===== src/inc/sdc_consts.svh =====
// Offsets, field positions, reset values and counts of the converter.
`ifndef SDC_CONSTS_SVH
`define SDC_CONSTS_SVH
`define SDC_OFF_CON1 12'h000
`define SDC_OFF_CON2 12'h004
`define SDC_OFF_CON3 12'h008
`define SDC_OFF_RESH 12'h00c
`define SDC_OFF_RESL 12'h010
`define SDC_CON1_MASK 16'hbfd7
`define SDC_CON2_MASK 16'hf318
`define SDC_CON3_MASK 16'hff07
`define SDC_CON_RESET 16'h0000
`define SDC_ON_BIT 15
`define SDC_SIDL_BIT 13
`define SDC_SRST_BIT 12
`define SDC_GAIN_LSB 8
`define SDC_DITH_LSB 6
`define SDC_OFFS_BIT 4
`define SDC_REFN_BIT 2
`define SDC_REFP_BIT 1
`define SDC_BW_BIT 0
`define SDC_CHOPPING_SEL_LSB 14
`define SDC_IRQ_LSB 12
`define SDC_WM_LSB 8
`define SDC_RND_LSB 3
`define SDC_RDY_BIT 0
`define SDC_DIV_LSB 13
`define SDC_OSR_LSB 10
`define SDC_CS_LSB 8
`define SDC_CH_LSB 0
`define SDC_IRQ_EVERY 2'h3
`define SDC_IRQ_FIFTH 2'h2
`define SDC_IRQ_FALL 2'h1
`define SDC_IRQ_RISE 2'h0
`define SDC_WM_UNTIL 2'h0
`define SDC_WM_ALWAYS 2'h1
`define SDC_WM_NEVER 2'h2
`define SDC_CHOPPING_SEL_ON 2'h3
`define SDC_FIFTH_LAST 3'h4
`define SDC_SETTLE 3
`define SDC_OSR_MAX 11'h400
`define SDC_OSR_SHIFT0 5'h14
`define SDC_CODE_RSVD 3'h7
`define SDC_CODE_TOP 3'h6
`endif


===== src/inc/sdc_pkg.sv =====
// Types and shared arithmetic of the converter.
package sdc_pkg;
  `include "sdc_consts.svh"
  typedef logic [31:0] sdc_word_t;
  typedef logic [15:0] sdc_half_t;
  typedef logic [11:0] sdc_addr_t;

  // Reserved code 111 of the ratio and divider fields acts as 110.
  function automatic logic [2:0] sdc_code(input logic [2:0] c);
    return (c == `SDC_CODE_RSVD) ? `SDC_CODE_TOP : c;
  endfunction

  function automatic logic [10:0] sdc_osr_len(input logic [2:0] c);
    return `SDC_OSR_MAX >> sdc_code(c);
  endfunction

  // Round half up to the kept bits, saturating at positive full scale.
  function automatic sdc_word_t sdc_round(input sdc_word_t v,
                                          input logic [1:0] c);
    sdc_word_t m;
    sdc_word_t h;
    logic [32:0] s;
    case (c)
      2'h1: begin m = 32'hffffff00; h = 32'h00000080; end
      2'h2: begin m = 32'hffff0000; h = 32'h00008000; end
      2'h3: begin m = 32'hff000000; h = 32'h00800000; end
      default: begin m = 32'hffffffff; h = 32'h00000000; end
    endcase
    s = {v[31], v} + {1'b0, h};
    if (!v[31] && s[31]) return 32'h7fffffff & m;
    return s[31:0] & m;
  endfunction
endpackage


===== src/inc/sdc_core_if.sv =====
// Signals between the converter top, its clock generator and filter.
`timescale 1ns/10ps
`default_nettype none
interface sdc_core_if;
  logic        ce;
  logic        run;
  logic        clear;
  logic        mod_bit;
  logic        frc_tick;
  logic        posc_tick;
  logic [1:0]  src_sel;
  logic [2:0]  div_sel;
  logic [2:0]  osr_sel;
  logic        mod_tick;
  logic        sample_valid;
  logic [31:0] sample_data;
  modport top (output ce, run, clear, mod_bit, frc_tick, posc_tick,
               output src_sel, div_sel, osr_sel,
               input mod_tick, sample_valid, sample_data);
  modport clkgen (input ce, run, src_sel, div_sel, frc_tick, posc_tick,
                  output mod_tick);
  modport filt (input ce, run, clear, mod_bit, mod_tick, osr_sel,
                output sample_valid, sample_data);
endinterface
`default_nettype wire


===== src/core/sdc_clkgen.sv =====
// Module clock selection and power-of-two divider.
`timescale 1ns/10ps
`default_nettype none
module sdc_clkgen (
  // Clock and reset
  input wire logic   pclk,
  input wire logic   presetn,
  // Core signals
  sdc_core_if.clkgen cif
);
  import sdc_pkg::*;
  logic [5:0] cnt_q;
  logic [5:0] last;
  logic       src;
  logic       tick_q;

  always_comb begin
    case (cif.src_sel) // see [RULE_21]
      2'h0: src = 1'b1;
      2'h1: src = cif.frc_tick;
      2'h2: src = cif.posc_tick;
      default: src = 1'b0;
    endcase
    last = 6'((7'h01 << sdc_code(cif.div_sel)) - 7'h01); // see [RULE_21]
  end

  // The divider sets the data rate together with the oversampling.
  always_ff @(posedge pclk or negedge presetn) begin // see [RULE_17]
    if (!presetn) begin
      cnt_q  <= 6'h00;
      tick_q <= 1'b0;
    end else if (cif.ce) begin
      tick_q <= 1'b0;
      if (!cif.run) begin
        cnt_q <= 6'h00;
      end else if (src) begin
        if (cnt_q >= last) begin
          cnt_q  <= 6'h00;
          tick_q <= 1'b1;
        end else begin
          cnt_q <= cnt_q + 6'h01;
        end
      end
    end
  end
  assign cif.mod_tick = tick_q;
endmodule // sdc_clkgen
`default_nettype wire


===== src/core/sdc_filter.sv =====
// Decimation of the modulator bit stream into signed samples.
`timescale 1ns/10ps
`default_nettype none
`include "sdc_consts.svh"
module sdc_filter (
  // Clock and reset
  input wire logic pclk,
  input wire logic presetn,
  // Core signals
  sdc_core_if.filt cif
);
  import sdc_pkg::*;
  logic [10:0] cnt_q;
  logic [10:0] ones_q;
  logic [10:0] sum;
  logic [10:0] len;
  logic [31:0] diff;
  logic [4:0]  sh;
  logic        vld_q;
  logic [31:0] data_q;

  // Full scale is 2**30 for every ratio, so the shift never overflows.
  always_comb begin
    len  = sdc_osr_len(cif.osr_sel); // see [RULE_19]
    sum  = ones_q + {10'h000, cif.mod_bit};
    diff = {20'h00000, sum, 1'b0} - {21'h000000, len};
    sh   = `SDC_OSR_SHIFT0 + {2'h0, sdc_code(cif.osr_sel)};
  end

  always_ff @(posedge pclk or negedge presetn) begin // see [RULE_16]
    if (!presetn) begin
      cnt_q  <= 11'h000;
      ones_q <= 11'h000;
      vld_q  <= 1'b0;
      data_q <= 32'h00000000;
    end else if (cif.ce) begin
      vld_q <= 1'b0;
      if (cif.clear) begin
        cnt_q  <= 11'h000;
        ones_q <= 11'h000;
      end else if (cif.run && cif.mod_tick) begin
        if (cnt_q >= len - 11'h001) begin
          cnt_q  <= 11'h000;
          ones_q <= 11'h000;
          vld_q  <= 1'b1;
          data_q <= diff << sh;
        end else begin
          cnt_q  <= cnt_q + 11'h001;
          ones_q <= sum;
        end
      end
    end
  end
  assign cif.sample_valid = vld_q;
  assign cif.sample_data  = data_q;
endmodule // sdc_filter
`default_nettype wire


===== src/core/sdc_top.sv =====
// Sigma-delta converter control, result handling and APB registers.
//
// Contract
// [RULE_01] Converter runs only while module_on is set.
// [RULE_02] With stop_in_idle set the converter halts in Idle.
// [RULE_03] soft_reset clears the converter and holds analog in reset.
// [RULE_04] Software keeps the reserved control bit at zero.
// [RULE_05] input_gain_sel codes 0..5 give gain 1 to 32; 6, 7 reserved.
// [RULE_06] Dither field: none, low, medium, high.
// [RULE_07] offset_self_measure makes the converter sample its own offset.
// [RULE_08] neg_ref_sel picks external negative reference or ground.
// [RULE_09] pos_ref_sel picks external positive reference or supply.
// [RULE_10] amp_bandwidth_sel picks double or normal bandwidth.
// [RULE_11] chopping_sel 11 enables chopping, 00 disables; others reserved.
// [RULE_12] irq_event_sel: every sample, every fifth, falling or rising.
// [RULE_13] Results update until ready, always, or never per policy.
// [RULE_14] Rounding: none, or to 24, 16 or 8 bits.
// [RULE_15] Ready flag set by hardware once settled, cleared by software.
// [RULE_16] Oversampling ratio from 16 up to 1024.
// [RULE_17] Data rate set by clock divider and oversampling.
// [RULE_18] Unimplemented control bits read zero and ignore writes.
// [RULE_19] Ratio code 0 is 1024, halving per code down to 16.
// [RULE_20] Channel field picks input pair, single end or references.
// [RULE_21] Clock source chosen, then divided by 1 to 64.
// [RULE_22] Software keeps the converter clock between 1 and 4 MHz.
// [RULE_23] All control fields reset to zero at power-on.
// [RULE_24] Result is read as high and low 16-bit words.
//
// The register addresses and register access over APB were left to the implementer.
`timescale 1ns/10ps
`default_nettype none
`include "sdc_consts.svh"
module sdc_top #(
  parameter int SETTLE = `SDC_SETTLE
) (
  // Clock, reset, enable
  input wire logic         pclk,
  input wire logic         presetn,
  input wire logic         ce,
  // APB slave
  input wire logic         psel,
  input wire logic         penable,
  input wire logic         pwrite,
  input wire sdc_pkg::sdc_addr_t paddr,
  input wire sdc_pkg::sdc_word_t pwdata,
  input wire logic [3:0]   pstrb,
  output logic             pready,
  output sdc_pkg::sdc_word_t prdata,
  output logic             pslverr,
  // System and modulator inputs
  input wire logic         idle_mode,
  input wire logic         frc_tick,
  input wire logic         posc_tick,
  input wire logic         mod_bit,
  // Analog controls and events
  output logic             analog_en,
  output logic             analog_rst,
  output logic [2:0]       gain_sel,
  output logic [1:0]       dither_sel,
  output logic             offset_meas,
  output logic             neg_ref,
  output logic             pos_ref,
  output logic             amp_bw,
  output logic             chopping_sel_en,
  output logic [2:0]       channel_sel,
  output logic             mod_strobe,
  output logic             irq_event
);
  import sdc_pkg::*;
  sdc_core_if cif ();

  sdc_half_t   con1_q;
  sdc_half_t   con2_q;
  sdc_half_t   con3_q;
  logic        rdy_q;
  sdc_word_t   res_q;
  sdc_word_t   last_q;
  logic [2:0]  fifth_q;
  logic [2:0]  settle_q;
  logic        pready_q;
  logic        pslverr_q;
  sdc_word_t   prdata_q;
  logic        aen_q, arst_q, offs_q, refn_q, refp_q, bw_q, chopping_sel_q;
  logic [2:0]  gain_q, ch_q;
  logic [1:0]  dith_q;
  logic        strobe_q, irq_q;
  logic        run, clr, setup, wr, sw_clr, set_rdy, ev, wr_res, mapped;
  logic [1:0]  irq_sel, wm_sel;
  sdc_word_t   rnd, rd;

  function automatic sdc_half_t merge(input sdc_half_t o,
                                      input sdc_half_t m);
    sdc_half_t n;
    n = o;
    if (pstrb[0]) n[7:0] = pwdata[7:0];
    if (pstrb[1]) n[15:8] = pwdata[15:8];
    return n & m;
  endfunction

  assign run = con1_q[`SDC_ON_BIT] && !con1_q[`SDC_SRST_BIT] && // see [RULE_01]
               !(con1_q[`SDC_SIDL_BIT] && idle_mode);        // see [RULE_02]
  assign clr = !con1_q[`SDC_ON_BIT] || con1_q[`SDC_SRST_BIT]; // see [RULE_03]
  assign cif.ce        = ce;
  assign cif.run       = run;
  assign cif.clear     = clr;
  assign cif.mod_bit   = mod_bit;
  assign cif.frc_tick  = frc_tick;
  assign cif.posc_tick = posc_tick;
  assign cif.src_sel   = con3_q[`SDC_CS_LSB +: 2];
  assign cif.div_sel   = con3_q[`SDC_DIV_LSB +: 3];
  assign cif.osr_sel   = con3_q[`SDC_OSR_LSB +: 3];

  sdc_clkgen u_clk (.pclk(pclk), .presetn(presetn), .cif(cif));
  sdc_filter u_flt (.pclk(pclk), .presetn(presetn), .cif(cif));

  // APB decode; read data are captured in the setup cycle, so one wait-free
  // access phase answers every transfer.
  assign setup  = psel && !penable;
  assign wr     = psel && penable && pready_q && pwrite && ce;
  assign sw_clr = wr && paddr == `SDC_OFF_CON2 && pstrb[0] &&
                  !pwdata[`SDC_RDY_BIT];
  always_comb begin
    mapped = 1'b1;
    rd     = 32'h00000000;
    case (paddr)
      `SDC_OFF_CON1: rd[15:0] = con1_q;
      `SDC_OFF_CON2: rd[15:0] = con2_q | {15'h0000, rdy_q};
      `SDC_OFF_CON3: rd[15:0] = con3_q;
      `SDC_OFF_RESH: rd[15:0] = res_q[31:16]; // see [RULE_24]
      `SDC_OFF_RESL: rd[15:0] = res_q[15:0];
      default: mapped = 1'b0;
    endcase
  end

  always_ff @(posedge pclk or negedge presetn) begin
    if (!presetn) begin
      pready_q  <= 1'b0;
      pslverr_q <= 1'b0;
      prdata_q  <= 32'h00000000;
    end else if (ce) begin
      pready_q  <= setup;
      pslverr_q <= setup && !mapped;
      prdata_q  <= setup ? rd : 32'h00000000;
    end
  end

  // Control registers; the reserved bit is kept as written.
  always_ff @(posedge pclk or negedge presetn) begin
    if (!presetn) begin
      con1_q <= `SDC_CON_RESET; // see [RULE_23]
      con2_q <= `SDC_CON_RESET;
      con3_q <= `SDC_CON_RESET;
    end else if (wr) begin
      if (paddr == `SDC_OFF_CON1)
        con1_q <= merge(con1_q, `SDC_CON1_MASK); // see [RULE_18]
      if (paddr == `SDC_OFF_CON2)
        con2_q <= merge(con2_q, `SDC_CON2_MASK); // see [RULE_18]
      if (paddr == `SDC_OFF_CON3)
        con3_q <= merge(con3_q, `SDC_CON3_MASK);
    end
  end

  assign irq_sel = con2_q[`SDC_IRQ_LSB +: 2];
  assign wm_sel  = con2_q[`SDC_WM_LSB +: 2];
  always_comb begin
    rnd = sdc_round(cif.sample_data, con2_q[`SDC_RND_LSB +: 2]); // see [RULE_14]
    case (irq_sel) // see [RULE_12]
      `SDC_IRQ_EVERY: ev = cif.sample_valid;
      `SDC_IRQ_FIFTH: ev = cif.sample_valid && fifth_q == `SDC_FIFTH_LAST;
      `SDC_IRQ_FALL:  ev = cif.sample_valid &&
                           $signed(rnd) < $signed(last_q);
      default:        ev = cif.sample_valid &&
                           $signed(rnd) > $signed(last_q);
    endcase
    wr_res = ev && (wm_sel == `SDC_WM_ALWAYS || // see [RULE_13]
                    (wm_sel == `SDC_WM_UNTIL && !rdy_q));
    set_rdy = cif.sample_valid && 32'(settle_q) >= SETTLE - 1;
  end

  // Result path and event counting.
  always_ff @(posedge pclk or negedge presetn) begin
    if (!presetn) begin
      res_q    <= 32'h00000000;
      last_q   <= 32'h00000000;
      fifth_q  <= 3'h0;
      settle_q <= 3'h0;
      irq_q    <= 1'b0;
    end else if (ce) begin
      irq_q <= ev && !clr;
      if (clr) begin
        res_q    <= 32'h00000000;
        last_q   <= 32'h00000000;
        fifth_q  <= 3'h0;
        settle_q <= 3'h0;
      end else if (cif.sample_valid) begin
        last_q  <= rnd;
        fifth_q <= (fifth_q == `SDC_FIFTH_LAST) ? 3'h0 : fifth_q + 3'h1;
        if (32'(settle_q) < SETTLE) settle_q <= settle_q + 3'h1;
        if (wr_res) res_q <= rnd; // see [RULE_24]
      end
    end
  end

  // A new sample setting the flag beats a software clear in one cycle.
  always_ff @(posedge pclk or negedge presetn) begin
    if (!presetn) rdy_q <= 1'b0;
    else if (ce) begin
      if (clr) rdy_q <= 1'b0;
      else if (set_rdy) rdy_q <= 1'b1; // see [RULE_15]
      else if (sw_clr) rdy_q <= 1'b0;
    end
  end

  // Analog controls, registered for glitch-free pins.
  always_ff @(posedge pclk or negedge presetn) begin
    if (!presetn) begin
      aen_q    <= 1'b0;
      arst_q   <= 1'b0;
      gain_q   <= 3'h0;
      dith_q   <= 2'h0;
      offs_q   <= 1'b0;
      refn_q   <= 1'b0;
      refp_q   <= 1'b0;
      bw_q     <= 1'b0;
      chopping_sel_q   <= 1'b0;
      ch_q     <= 3'h0;
      strobe_q <= 1'b0;
    end else if (ce) begin
      aen_q    <= run;                               // see [RULE_01]
      arst_q   <= con1_q[`SDC_SRST_BIT];             // see [RULE_03]
      gain_q   <= con1_q[`SDC_GAIN_LSB +: 3];        // see [RULE_05]
      dith_q   <= con1_q[`SDC_DITH_LSB +: 2];        // see [RULE_06]
      offs_q   <= con1_q[`SDC_OFFS_BIT];             // see [RULE_07]
      refn_q   <= con1_q[`SDC_REFN_BIT];             // see [RULE_08]
      refp_q   <= con1_q[`SDC_REFP_BIT];             // see [RULE_09]
      bw_q     <= con1_q[`SDC_BW_BIT];               // see [RULE_10]
      chopping_sel_q   <= con2_q[`SDC_CHOPPING_SEL_LSB +: 2] == `SDC_CHOPPING_SEL_ON; // see [RULE_11]
      ch_q     <= con3_q[`SDC_CH_LSB +: 3];          // see [RULE_20]
      strobe_q <= cif.mod_tick;
    end
  end

  assign pready      = pready_q;
  assign pslverr     = pslverr_q;
  assign prdata      = prdata_q;
  assign analog_en   = aen_q;
  assign analog_rst  = arst_q;
  assign gain_sel    = gain_q;
  assign dither_sel  = dith_q;
  assign offset_meas = offs_q;
  assign neg_ref     = refn_q;
  assign pos_ref     = refp_q;
  assign amp_bw      = bw_q;
  assign chopping_sel_en     = chopping_sel_q;
  assign channel_sel = ch_q;
  assign mod_strobe  = strobe_q;
  assign irq_event   = irq_q;
endmodule // sdc_top
`default_nettype wire


===== config.mk =====
export PLATFORM = sky130hd
export DESIGN_NAME = sdc_top
export DESIGN_NICKNAME = d
export VERILOG_FILES = /design/src/inc/sdc_pkg.sv /design/src/inc/sdc_core_if.sv /design/src/core/sdc_clkgen.sv /design/src/core/sdc_filter.sv /design/src/core/sdc_top.sv
export VERILOG_INCLUDE_DIRS = /design/src /design/src/inc
export SDC_FILE = /design/constraint.sdc
export NUM_CORES = 1
export LEC_CHECK = 0
export BUFFER_PORTS_ARGS = -buffer_cell sky130_fd_sc_hd__buf_2
export CORE_MARGIN = 2
export CORE_UTILIZATION = 48
export CTS_CLUSTER_DIAMETER = 30
export DETAILED_ROUTE_END_ITERATION = 7
export PLACE_DENSITY = 0.68
export RECOVER_POWER = 25
export SLEW_MARGIN = 5
export SYNTH_ARGS = -nofsm -noshare
export SYNTH_HDL_FRONTEND = slang
export SYNTH_SLANG_ARGS = --single-unit

===== constraint.sdc =====
create_clock -name pclk -period 5.3 [get_ports pclk]
set_input_delay 1.06 -clock pclk [delete_from_list [all_inputs] [get_ports pclk]]
set_output_delay 1.06 -clock pclk [all_outputs]
set_load 0.02 [all_outputs]

==> summary.md <==
| Metric | Value |
|---|---|
| Core Region | `0.01889 mm^2` |
| Yosys warnings | `0` |
| Max Cap Viol | `1` |
| Fin. max-slew vios | `95` |
| Number of global-route vias before repair | `7042` |
| Critical Path AT | `5120 ps` |
| Number of I/O pins | `109` |
| Part of the cycle the worst path needs | `90.99%` |
| Routed vias/inst | `~5.6` |
| Syn_area_per_cell | `~9.7 um^2` |
| Post-synth top flop | `dfrtp_1` |
| Final WL | `21780 um` |
| DP HPWL | `15590 um` |
| Gpl congestion | `0.8225` |
| Type of the worst setup path | `flop to flop` |
| Clk_lat worst skew | `430 ps` |
| 1st-iter DRT viols | `665` |
| # hold bufs at CTS | `0` |
| Hold slack | `480.0 ps` |
| Yosys cell types | `82` |
| Min-Delay Path Class | `flop to flop` |
| Status | `complete, but fails checks` |
| Height of the die | `143.4 um` |
| All-layer global routing usage | `~22%` |
| ANT cells | `0` |
| Sequential share of the synthesized area | `between 40 and 50%` |
| Worst Reg-to-Reg Cells | `17` |
| Worst reg2reg path startpoint | `con2_q[3]` |
| R2r endpoint | `res_q[17]` |
| Leakage | `0.004834 uW` |
| Fillers | `1722` |
| Most common cell after layout, fill and taps aside | `dfrtp_1` |
| Largest net degree at the start of global routing | `95` |
| Final clock skew | `8.474 ps` |
| Ratio of cells with drive above 1 in the final layout | `19.05%` |
| Die area | `0.02056 mm^2` |
| PwrDens | `238.8 mW/mm^2` |
| Worst path cell trace | `nand2_1 -> inv_1 -> ha_1 -> ha_1 -> and4_4 -> nand4_1 -> or3_1 -> nor2_1 -> ha_1 -> nor4b_1 -> and4b_1 -> o311ai_1 -> a31oi_1 -> nor4b_1 -> o31a_2 -> buf_4 -> o22ai_2` |
| Final ANT Viol Nets | `0` |
| H-tree levels | `4` |
| Minimum clock period | `4823 ps` |
| Final core occ | `55.03%` |
| Congestion Overflow GR | `0` |
| Initial antenna violation count | `0` |
| Crit. End Element | `flop` |
| RSZ-0062 raised after global routing | `false` |
| Wire per inst | `approximately 17 um` |
| Root Driver | `clkbuf_16` |
| Crit start category | `flop` |
| CP most frequent cell | `ha_1` |
| I/O Buffers | `73` |
| Max clock buf depth | `2` |
| Hold path start | `last_q[30]` |
| Hold Violations, Final | `0` |
| FMAX | `~210 MHz` |
| Async SR Flop Fraction | `100.0%` |
| Starting Density | `49.35%` |
| Die Wd | `between 100 and 150 um` |
| Worst Tran Pin Value | `2410 ps` |
| TritonCTS Sinks | `159` |
| Largest stage delay, worst path | `530 ps` |
| Most frequent cells in the layout | `dfrtp_1, inv_1, nand2_1, buf_2, o21ai_0` |
| Hold endpoint | `last_q[30]` |
| Tot Pwr | `~2500 uW` |
| Hold-critical path depth | `2` |
| Worst Path Required | `~5600 ps` |
| Failing checks | `max-capacitance violations, max-slew violations` |
| Drt drc | `0` |
| Area grow syn2layout | `11.51%` |
| CP Max Fanout | `20` |
| Nets@finish | `1134` |
| Row cnt | `50` |
| FF+latch count, synth | `159` |
| TNS Setup | `0 ps` |
| Worst VDD drop | `0.0002145 V` |
| Worst R2R Setup Slack | `480 ps` |
| Mapped Area | `0.009324 mm^2` |
| Rel. slew slack | `-60.64%` |
| Vias | `between 7000 and 8000` |
| CP max-delay cell | `or3_1` |
| DRT Pass-1 Iters | `5` |
| Post-synth EDFFs | `0` |
| First-pass GRT wire length | `36280 um` |
| Setup violators final | `0` |
| CTS tree | `yes` |
| Total CTS buffers | `17` |
| Finished Layout Cells | `1294` |
| Synth Instances | `960` |
| Clk slew on worst S/H paths | `60 ps` |
| Dpl cells | `1262` |
-- layer usage --
layer | track usage (%) | vias up | wire, um
met5 | 0 | - | 0
met4 | 6.398 | 0 | 303
met3 | 4.099 | 27 | 808
met2 | 35.06 | 143 | 10340
met1 | 31.77 | 3523 | 10330
li1 | - | 3539 | -
-- how the worst max path moves through the flow --
| stage | from | endpoint | slack [ps] | cells after the start |
|---|---|---|---|---|
| detailed placement | con2_q[4] | res_q[17] | 510 | 18 |
| floorplan | con2_q[3] | res_q[16] | 1420 | 18 |
| global route | con2_q[4] | res_q[17] | 100 | 18 |
| finish | con2_q[3] | res_q[17] | 480 | 17 |
| global placement | con2_q[4] | res_q[17] | 610 | 18 |
| CTS | con2_q[4] | res_q[16] | 480 | 18 |
-- flip-flops by register name (all words and copies together), names as in the netlist, 2 cells and up --
name,count
channel_sel,3
con1_q,13
con2_q,8
con3_q,11
dither_sel,2
fifth_q,3
gain_sel,3
last_q,20
prdata,16
res_q,20
settle_q,3
u_clk.cnt_q,6
u_flt.cif.sample_data,15
u_flt.cnt_q,11
u_flt.ones_q,11
-- cell type report --
cell class / count / area (um^2) / share of cell area (%)
multi-input combinational: 662 / 4733 / 45.52
sequential: 159 / 3979 / 38.27
clock buffer: 21 / 450.4 / 4.332
timing repair buffer: 81 / 424.2 / 4.079
inverter: 100 / 375.4 / 3.610
tap: 260 / 325.3 / 3.129
clock inverter: 11 / 110.1 / 1.059
-- critical path, delay by kind of cell (launching register included) --
family          cells  cell delay (ps)
simple gates        8             2150
compound gates      4              870
fa+ha+maj           3              720
buf+inv             2              490
flops               1              440
-- cells by family after synthesis --
family / synth area share, %
and+or+nand+nor: 14.55
DFF: 42.67
muxes: 6.455
adders and majority gates: 7.381
other: 0.08055
buffers and inverters: 7.313
AOI/OAI and AO/OA: 19.58
xor gates and xnor gates: 1.973
-- what timing repair did --
action / in CTS / in global routing
buffers inserted: 0 / 0
hold endpoints to repair: 0 / 0
resized for setup: 0 / 1
setup endpoints to repair: 0 / 20
-- power breakdown --
part	internal, uW	switching, uW
clock	662	508
sequential	1220	0.757
combinational	24.0	73.1
-- Yosys cell counts, types with 7 or more instances --
| master | number | area (um^2) |
|---|---|---|
| nor2_1 | 50 | 187.7 |
| dfrtp_1 | 159 | 3979 |
| nand3_1 | 31 | 155.2 |
| o21ai_0 | 56 | 280.3 |
| xor2_1 | 10 | 87.58 |
| clkbuf_1 | 26 | 97.59 |
| a211oi_1 | 8 | 60.06 |
| nand2b_1 | 10 | 62.56 |
| ha_1 | 55 | 688.2 |
| xnor2_1 | 11 | 96.34 |
| o22ai_2 | 19 | 237.7 |
| a221oi_1 | 11 | 96.34 |
| nor2b_1 | 8 | 50.05 |
| o22ai_1 | 20 | 125.1 |
| mux2_2 | 45 | 506.7 |
| a21o_1 | 7 | 52.55 |
| a22o_1 | 14 | 122.6 |
| nor3_1 | 10 | 50.05 |
| inv_1 | 99 | 371.6 |
| o21a_1 | 13 | 97.59 |
| o31ai_1 | 9 | 67.56 |
| nand2_1 | 93 | 349.1 |
| a22oi_1 | 8 | 60.06 |
| and2_1 | 11 | 68.82 |
| buf_4 | 18 | 135.1 |
| a21oi_1 | 29 | 145.1 |
-- per-stage QoR --
step	instance area (um^2)	worst slack, ps
2_1_floorplan	9392	1417
5_1_grt	10400	97.71
3_5_place_dp	9842	506.3
3_3_place_gp	9842	613.9
6_report	10400	477.5
4_1_cts	10400	477.5
No activity file was read; power rests on OpenSTA's default activity.
